$ cat src/core/slbc_pkg.sv
// constants, register map and state codes for the serial link self-test
// checker; assumes a single 25 MHz core clock that stands for the pixel clock
//
// Operation
// - test starts from the enable pin or the configuration register
// - test clock: pixel clock or internal oscillator, by pin or register
// - active test sends an enable over the back channel, waking the far end
// - once locked, every nonzero payload is recorded as an error
// - both ends in test and locked: result pin high, checking begins
// - each errored frame pulls the result pin low briefly
// - after the test the pin holds the outcome until a new test
// - losing lock clears the error count
// - test lasts while the enable pin or the register enable bit is high; both low returns to normal
// - lock status output stays valid throughout the test
// - leaving the test steps the adaptive equalizer once
// - forward error count is readable at offset forward_link_error_count
`default_nettype none

package slbc_pkg;

    // ------------------------------------------------------------------
    // widths
    // ------------------------------------------------------------------
    localparam int unsigned PAYLOAD_W = 35;
    localparam int unsigned CNT_W = 8;
    localparam int unsigned REG_ADDR_W = 8;
    localparam int unsigned REG_DATA_W = 8;

    // ------------------------------------------------------------------
    // register map and fields
    // ------------------------------------------------------------------
    localparam logic [REG_ADDR_W-1:0] ERR_COUNT_ADDR = 8'h25;
    localparam logic [REG_ADDR_W-1:0] TEST_CFG_ADDR = 8'h24;
    localparam int unsigned CFG_ENABLE_BIT = 0;
    localparam int unsigned CFG_CLK_SEL_BIT = 1;
    localparam logic [REG_DATA_W-1:0] CFG_RESET = 8'h00;
    localparam logic [REG_DATA_W-1:0] CFG_MASK = 8'h03;
    localparam logic [REG_DATA_W-1:0] RDATA_RESET = 8'h00;
    localparam logic [CNT_W-1:0] CNT_RESET = 8'h00;
    localparam logic [CNT_W-1:0] CNT_MAX = 8'hff;
    localparam logic [CNT_W-1:0] CNT_ONE = 8'h01;

    // ------------------------------------------------------------------
    // test sequencer states
    // ------------------------------------------------------------------
    typedef enum logic [1:0] {
        ST_IDLE = 2'b00,
        ST_WAIT_LOCK = 2'b01,
        ST_CHECK = 2'b10
    } slbc_state_e;

endpackage : slbc_pkg

`default_nettype wire

$ cat src/core/slbc_err_counter.sv
// saturating forward-link error counter
// assumes clear and increment come from logic on the same clock
`default_nettype none

module slbc_err_counter (
    input wire logic clk_i,
    input wire logic rstn_i,
    input wire logic ce_i,
    input wire logic clear_i,
    input wire logic inc_i,
    output logic [slbc_pkg::CNT_W-1:0] count_o
);

    // ------------------------------------------------------------------
    // counter
    // ------------------------------------------------------------------
    // saturate rather than wrap so a long bad run never reads as clean
    always_ff @(posedge clk_i or negedge rstn_i) begin
        if (!rstn_i) begin
            count_o <= slbc_pkg::CNT_RESET;
        end else if (ce_i) begin
            if (clear_i) begin
                count_o <= slbc_pkg::CNT_RESET;
            end else if (inc_i && count_o != slbc_pkg::CNT_MAX) begin
                count_o <= count_o + slbc_pkg::CNT_ONE;
            end
        end
    end
endmodule : slbc_err_counter

`default_nettype wire

$ cat src/core/slbc_top.sv
// receiver-side self-test checker for the serial video link
// assumes recovered frames, lock and far-end test status arrive on clk_i;
// the enable and clock-select pins are asynchronous and are synchronised
`default_nettype none

module slbc_top (
    input wire logic clk_i,
    input wire logic rstn_i,
    input wire logic ce_i,
    input wire logic test_enable_pin_i,
    input wire logic test_clock_select_pin_i,
    input wire logic lock_i,
    input wire logic remote_in_test_i,
    input wire logic frame_valid_i,
    input wire logic [slbc_pkg::PAYLOAD_W-1:0] frame_data_i,
    input wire logic [slbc_pkg::REG_ADDR_W-1:0] reg_addr_i,
    input wire logic reg_wr_i,
    input wire logic reg_rd_i,
    input wire logic [slbc_pkg::REG_DATA_W-1:0] reg_wdata_i,
    output logic [slbc_pkg::REG_DATA_W-1:0] reg_rdata_o,
    output logic result_pin_o,
    output logic bc_test_enable_o,
    output logic internal_oscillator_sel_o,
    output logic lock_o,
    output logic test_active_o,
    output logic adaptive_equalizer_step_o
);

    // ------------------------------------------------------------------
    // pin synchronisers
    // ------------------------------------------------------------------
    logic en_meta_reg;
    logic en_sync_reg;
    logic clk_sel_meta_reg;
    logic clk_sel_sync_reg;

    // first stage feeds only the second stage
    always_ff @(posedge clk_i or negedge rstn_i) begin
        if (!rstn_i) begin
            en_meta_reg <= 1'b0;
            en_sync_reg <= 1'b0;
            clk_sel_meta_reg <= 1'b0;
            clk_sel_sync_reg <= 1'b0;
        end else if (ce_i) begin
            en_meta_reg <= test_enable_pin_i;
            en_sync_reg <= en_meta_reg;
            clk_sel_meta_reg <= test_clock_select_pin_i;
            clk_sel_sync_reg <= clk_sel_meta_reg;
        end
    end

    // ------------------------------------------------------------------
    // configuration register
    // ------------------------------------------------------------------
    logic [slbc_pkg::REG_DATA_W-1:0] cfg_reg;
    logic [slbc_pkg::CNT_W-1:0] err_count;

    // only the two defined bits are kept; the rest read as zero
    always_ff @(posedge clk_i or negedge rstn_i) begin
        if (!rstn_i) begin
            cfg_reg <= slbc_pkg::CFG_RESET;
        end else if (ce_i && reg_wr_i
                     && reg_addr_i == slbc_pkg::TEST_CFG_ADDR) begin
            cfg_reg <= reg_wdata_i & slbc_pkg::CFG_MASK;
        end
    end

    // registered read; unmapped offsets and the count are read-only
    always_ff @(posedge clk_i or negedge rstn_i) begin
        if (!rstn_i) begin
            reg_rdata_o <= slbc_pkg::RDATA_RESET;
        end else if (ce_i && reg_rd_i) begin
            unique case (reg_addr_i)
                slbc_pkg::ERR_COUNT_ADDR: reg_rdata_o <= err_count;
                slbc_pkg::TEST_CFG_ADDR: reg_rdata_o <= cfg_reg;
                default: reg_rdata_o <= slbc_pkg::RDATA_RESET;
            endcase
        end
    end

    // ------------------------------------------------------------------
    // request decode
    // ------------------------------------------------------------------
    logic test_req;
    logic frame_err;
    slbc_pkg::slbc_state_e state_reg;
    logic err_seen_reg;

    assign test_req = en_sync_reg
                      || cfg_reg[slbc_pkg::CFG_ENABLE_BIT];
    // payload bits 1..35 sit at indices 0..34; any one set is an error
    assign frame_err = state_reg == slbc_pkg::ST_CHECK && lock_i
                       && frame_valid_i && (|frame_data_i);

    // ------------------------------------------------------------------
    // test sequencer
    // ------------------------------------------------------------------
    // lock loss drops back to waiting so no stale frame is checked
    always_ff @(posedge clk_i or negedge rstn_i) begin
        if (!rstn_i) begin
            state_reg <= slbc_pkg::ST_IDLE;
        end else if (ce_i) begin
            unique case (state_reg)
                slbc_pkg::ST_IDLE: begin
                    if (test_req) begin
                        state_reg <= slbc_pkg::ST_WAIT_LOCK;
                    end
                end
                slbc_pkg::ST_WAIT_LOCK: begin
                    if (!test_req) begin
                        state_reg <= slbc_pkg::ST_IDLE;
                    end else if (lock_i && remote_in_test_i) begin
                        state_reg <= slbc_pkg::ST_CHECK;
                    end
                end
                slbc_pkg::ST_CHECK: begin
                    if (!test_req) begin
                        state_reg <= slbc_pkg::ST_IDLE;
                    end else if (!lock_i) begin
                        state_reg <= slbc_pkg::ST_WAIT_LOCK;
                    end
                end
                default: state_reg <= slbc_pkg::ST_IDLE;
            endcase
        end
    end

    // ------------------------------------------------------------------
    // outcome tracking
    // ------------------------------------------------------------------
    // sticky over the whole run, cleared only when a new test starts
    always_ff @(posedge clk_i or negedge rstn_i) begin
        if (!rstn_i) begin
            err_seen_reg <= 1'b0;
        end else if (ce_i) begin
            if (frame_err) begin
                err_seen_reg <= 1'b1;
            end else if (state_reg == slbc_pkg::ST_IDLE && test_req) begin
                err_seen_reg <= 1'b0;
            end
        end
    end

    // low pulse is one core cycle: the finest step this clock can give
    always_ff @(posedge clk_i or negedge rstn_i) begin
        if (!rstn_i) begin
            result_pin_o <= 1'b0;
        end else if (ce_i) begin
            unique case (state_reg)
                slbc_pkg::ST_IDLE: begin
                    if (test_req) begin
                        result_pin_o <= 1'b0;
                    end
                end
                slbc_pkg::ST_WAIT_LOCK: begin
                    if (test_req && lock_i && remote_in_test_i) begin
                        result_pin_o <= 1'b1;
                    end
                end
                slbc_pkg::ST_CHECK: begin
                    if (!test_req) begin
                        result_pin_o <= !(err_seen_reg || frame_err);
                    end else begin
                        result_pin_o <= !frame_err;
                    end
                end
                default: result_pin_o <= 1'b0;
            endcase
        end
    end

    // ------------------------------------------------------------------
    // error counter
    // ------------------------------------------------------------------
    slbc_err_counter u_err_counter (
        .clk_i(clk_i),
        .rstn_i(rstn_i),
        .ce_i(ce_i),
        .clear_i(!lock_i || (state_reg == slbc_pkg::ST_IDLE && test_req)),
        .inc_i(frame_err),
        .count_o(err_count)
    );

    // ------------------------------------------------------------------
    // status and side outputs
    // ------------------------------------------------------------------
    // equalizer step fires on the single cycle that leaves the test
    always_ff @(posedge clk_i or negedge rstn_i) begin
        if (!rstn_i) begin
            bc_test_enable_o <= 1'b0;
            internal_oscillator_sel_o <= 1'b0;
            lock_o <= 1'b0;
            test_active_o <= 1'b0;
            adaptive_equalizer_step_o <= 1'b0;
        end else if (ce_i) begin
            bc_test_enable_o <= test_req;
            internal_oscillator_sel_o <= clk_sel_sync_reg
                || cfg_reg[slbc_pkg::CFG_CLK_SEL_BIT];
            lock_o <= lock_i;
            test_active_o <= state_reg == slbc_pkg::ST_CHECK;
            adaptive_equalizer_step_o <= state_reg != slbc_pkg::ST_IDLE
                && !test_req;
        end
    end
endmodule : slbc_top

`default_nettype wire

$ cat config.mk
export PLATFORM = sky130hd
export DESIGN_NAME = slbc_top
export DESIGN_NICKNAME = d
export VERILOG_FILES = /design/src/core/slbc_pkg.sv /design/src/core/slbc_err_counter.sv /design/src/core/slbc_top.sv
export SDC_FILE = /design/constraint.sdc
export NUM_CORES = 1
export LEC_CHECK = 0
export BUFFER_PORTS_ARGS = -buffer_cell sky130_fd_sc_hd__buf_2
export CAP_MARGIN = 15
export CORE_ASPECT_RATIO = 0.7
export CORE_MARGIN = 2
export CORE_UTILIZATION = 40
export CTS_BUF_LIST = sky130_fd_sc_hd__clkbuf_8
export DETAILED_ROUTE_END_ITERATION = 10
export PLACE_DENSITY = 0.7
export SLEW_MARGIN = 30
export SYNTH_ARGS = -nofsm -noshare
export SYNTH_HDL_FRONTEND = slang
export SYNTH_SLANG_ARGS = --single-unit
$ cat constraint.sdc
create_clock -name clk_i -period 4.8 [get_ports clk_i]
set_input_delay 0.72 -clock clk_i [delete_from_list [all_inputs] [get_ports clk_i]]
set_output_delay 0.72 -clock clk_i [all_outputs]
set_load 0.01 [all_outputs]
Word level (Yosys, flattened, before mapping) --
Cells that the tools add are included.
Storage, ports and cells: bits in writable memories 0, register bits 31, bits in latches 0, bits in read-only memories 0, input bits 61, word-level logic and storage cells 69, output and inout bits 14, memories kept 0
Operators by class: eq/ne operators 9, $add $sub $neg 1, reductions and logical operators 29, $mul 0, bitwise logic cells 0, shifts and indexed selects 0, divide/modulo/power cells 0, multiplexer cells 15, order comparisons 0
Operators by type and width (number):
- OR reduction 35 bit | 1
- equality test 8 x 6 -> 1 bit (second input constant) | 2
- two-way mux 8 bit | 2
- case mux 8 bit (2 select lines) | 1
- logical AND 1 bit | 12
- two-way mux 2 bit | 5
- adder 8 x 1 -> 8 bit (second input constant) | 1
- inequality test 8 bit (second input constant) | 1
- inequality test 3 bit (second input constant) | 2
- case mux 2 bit (3 select lines) | 1
- nonzero test 2 bit | 3
- two-way mux 1 bit | 5
- zero test 1 bit | 4
- logical OR 1 bit | 4
- inequality test 2 bit (second input constant) | 2
- AND reduction 2 bit | 2
- AND reduction 4 bit | 1
- case mux 1 bit (3 select lines) | 1
- AND reduction 3 bit | 1
- equality test 2 x 1 -> 1 bit (second input constant) | 1
- equality test 2 bit (second input constant) | 1
- zero test 2 bit | 1

Logic depth before layout (Yosys ltp) --
depth after elaboration 8, depth in mapped cells 8, mapped depth without buffers 7

Hierarchy --
From an unflattened synthesis, not the netlist that was laid out.
Second synthesis, totals: cell total of the unflattened synthesis 163, area total of the unflattened synthesis 1685.4 µm²
By module, submodules not included:
- slbc_top | cells each 109, seq. area each 575.6 µm², area an instance 1176.1 µm², instances 1
- slbc_err_counter | cells each 54, seq. area each 200.2 µm², area an instance 509.2 µm², instances 1

Worst setup path after synthesis --
OpenSTA, ideal clock, no wires.
path kind in2reg, start input port frame_data_i[0] (netlist bit), end register u_err_counter.count_o[6] (netlist bit), stages 6, data arrival time 1.836 ns, setup time 0.087 ns, data required time 4.713 ns, setup slack 2.878 ns, path buffers 1, cells stage by stage nor4_2 -> nand4_1 -> o31ai_2 -> buf_4 -> nor4b_1 -> a211oi_2
On the way: longest elaborated chain between the ends 5
RTL lines:
- start: declaration | RTL line slbc_top.sv:15 | input wire logic [slbc_pkg::PAYLOAD_W-1:0] frame_data_i,
- OR reduction 35 bit | RTL line slbc_top.sv:93 | && frame_valid_i && (|frame_data_i);
- logical AND 1 bit | RTL line slbc_top.sv:93
- logical AND 1 bit | RTL line slbc_err_counter.sv:24 | end else if (inc_i && count_o != slbc_pkg::CNT_MAX) begin
- nonzero test 2 bit (no line)
- AND reduction 2 bit (no line)
- end signal: assignment | RTL line slbc_err_counter.sv:20 | count_o <= slbc_pkg::CNT_RESET;
- end signal: assignment | RTL line slbc_err_counter.sv:23 | count_o <= slbc_pkg::CNT_RESET;
- end signal: assignment | RTL line slbc_err_counter.sv:25 | count_o <= count_o + slbc_pkg::CNT_ONE;
- end: declaration | RTL line slbc_err_counter.sv:11 | output logic [slbc_pkg::CNT_W-1:0] count_o
No other way between the ends. A chain may end at the register's enable or synchronous reset.

Final worst setup path --
start input port frame_data_i[28] (netlist bit), end register u_err_counter.count_o[2] (netlist bit)
The elaborated chain is that of the path after synthesis.

==> flow_metrics.py <==
metrics = {
    "cts": {
        "cts_num_sinks": 31,
        "cts_hold_buf": 0,
        "cts_tree": "done",
        "post_cts_buffers": 0,
        "post_cts_resize_count": 0,
        "insertion_delay_ns": 0.28,
        "clkTransAtPathRegs_ns": 0.06,
        "cts-buffers-inserted": 5,
        "htreeDepth": 2,
        "cts_root_buf": "clkbuf_8",
        "clock_path_buffers": 2,
    },
    "global_route": {
        "grt_antenna_before_repair": 0,
        "grt_pass1_wl_um": 5910,
        "grt.met1_usage": 0.236,
        "grt_max_degree": 32,
        "grt_usage": 0.176,
        "gr-total-overflow": 0,
        "busiest_layer": "met2",
        "grt_pass1_vias": 1338,
        "grt.met3_usage": 0.0680,
        "use_met2": 0.264,
    },
    "sta": {
        "finalClockSkew_ns": 0.00301,
        "worst_pin_slew_ns": 0.731,
        "fin_ws_ns": 2.63,
        "hold_viol": 0,
        "period_share": 0.452,
        "slew_headroom": 0.509,
        "setup_violations": 0,
        "finalHoldWorstSlack_ns": 0.475,
        "finalSetupTns_ns": 0,
        "slew_violations": 0,
        "post-route-min-period_ns": 2.17,
        "max_freq_mhz": 461,
        "rsz0062_at_grt": "no",
    },
    "placement": {
        "dp_slack_ns": 2.31,
        "place_hpwl_um": 2900,
        "gp_congestion": 0.835,
        "portBuffers": 68,
    },
    "layout": {
        "ff_latch_area_um2": 776,
        "multiInputGateArea_um2": 783,
        "reg.largest.list": "reg_rdata_o (8), u_err_counter.count_o (8)",
        "layout-drive-gt1-share": 0.404,
        "syn2layout_area_growth_pct": 31.6,
        "nets": 293,
        "antennaDiodeCount": 0,
        "fillCellCount": 356,
    },
    "floorplanning": {
        "pin_count": 75,
        "dieArea_mm2": 0.00453,
        "die_y_um": 56.9,
        "core_mm2": 0.00387,
        "die_x_um": 79.6,
        "rows": 19,
        "start_util": 0.413,
    },
    "synthesis": {
        "netlist_area_mm2": 0.00160,
        "synth_flop_cell": "dfrtp_1",
        "yosysSeqAreaShare": 0.484,
        "yosysMostFrequentCell": "dfrtp_1",
        "yosys_warnings": 0,
        "synth_cells": 155,
        "ys_top_cells_by_area": "dfrtp_1, nand2_1, mux2_2, ha_1, a22o_1",
        "yosys.cell_types.count": 39,
        "synth_top_area_frac": 0.484,
        "syn_area_per_cell_um2": 10.3,
        "synth_enable_flop_cells": 0,
        "synthArstFlopShare": 1.00,
        "ys_ff_latch": 31,
        "synth_nets": 221,
        "synth_top_cell_by_area": "dfrtp_1",
        "synthTopCellsByCount": "dfrtp_1, nand2_1, nor2_1",
    },
    "setup_path": {
        "crit_path_max_incr_delay_ns": 0.70,
        "worstPathCellList": "buf_2 > nor4_2 > nand4_1 > o31ai_2 > nor2_1 > a211oi_1",
        "worst-r2r-setup-slack_ns": 2.83,
        "start_kind": "input port",
        "cp_slowest_cell": "o31ai_2",
        "arrival_ns": 2.35,
        "crit_path_max_fanout": 11,
        "cp_num_buf_inv": 1,
        "cp_top_family": "compound AO/OA/AOI/OAI gates",
        "path_class": "in2reg",
        "worst_setup_path_end_kind": "flop",
        "required_ns": 4.98,
    },
    "job": {
        "drv_cap": 0,
    },
    "routing": {
        "vias": 1446,
        "dr.pass1.iters": 4,
        "ant_nets": 0,
        "drt-total-wl_um": 3650,
        "wl_per_cell_um": 13.0,
        "via_per_inst": 5.16,
        "first_iter_violations": 52,
        "drc": 0,
    },
    "power_and_ir_drop": {
        "cellPowerDensity_mw_per_mm2": 348,
        "p_leak_nw": 1.02,
        "vdd_drop_max_uv": 158,
    },
    "outcome": {
        "status": "completed",
    },
    "worst_hold_path": {
        "min-delay-path-class": "in2async",
    },
}
per-layer routing:
| metal | routed length (µm) | part of all wire |
|---|---|---|
| met2 | 1480 | 0.41 |
| met4 | 50 | 0.014 |
| met1 | 1790 | 0.49 |
| met3 | 330 | 0.090 |
| met5 | 0 | 0 |
cells by family after synthesis:
family                   count (synthesis)  synth area share
AO/OA/AOI/OAI                           38             0.171
adder cells (fa/ha/maj)                  5            0.0391
buffers and inverters                   10            0.0266
flip-flops                              31             0.484
multiplexers                            12            0.0812
AND/OR/NAND/NOR                         59             0.198
metrics by stage:
| stage | power, mW | cells | util | cell area (µm²) |
|---|---|---|---|---|
| 2_1_floorplan | 0.410 | 155 | - | 1600 |
| 3_3_place_gp | 0.471 | 272 | 0.514 | 1990 |
| 3_5_place_dp | 0.475 | 272 | 0.514 | 1990 |
| 4_1_cts | 0.744 | 280 | 0.544 | 2110 |
| 5_1_grt | 0.780 | 280 | 0.544 | 2110 |
| 6_report | 0.734 | 280 | 0.544 | 2110 |
worst paths after layout:
path | from | to | depth (start not counted)
max in group asynchronous | rstn_i | bc_test_enable_o | 1
min in group clk_i | reg_rdata_o[0] | reg_rdata_o[0] | 2
hold reg to reg | reg_rdata_o[0] | reg_rdata_o[0] | 2
setup / recovery | frame_data_i[28] | u_err_counter.count_o[2] | 6
setup reg to reg | state_reg[0] | u_err_counter.count_o[7] | 7
hold / removal | rstn_i | reg_rdata_o[5] | 1
placed cells by master, fill, tap and decap left out, drive strengths merged, types with 4 or more instances in the layout:
cell type / Yosys / layout
nor4: 9 / 9
mux2: 8 / 8
inv: 7 / 7
a22o: 6 / 6
clkbuf: 0 / 6
mux2i: 4 / 4
a21oi: 8 / 8
nand3: 4 / 4
dfrtp: 31 / 31
buf: 3 / 68
nor2: 11 / 11
ha: 5 / 5
nand2: 20 / 20
o21ai: 9 / 9
power breakdown:
group	total, mW	switching, mW	internal, mW	leakage (nW)
Combinational	0.161	0.0889	0.0722	0.546
Clock	0.263	0.0949	0.168	0.0612
Sequential	0.311	0.0203	0.290	0.410
layout make-up:
class,instances,area share
Multi-Input combinational cell,114,0.372
Sequential cell,31,0.368
Timing Repair Buffer,68,0.161
Clock buffer,6,0.0392
Tap cell,52,0.0309
Clock inverter,2,0.0166
Inverter,7,0.0125
Power figures use the tool's default switching activity.
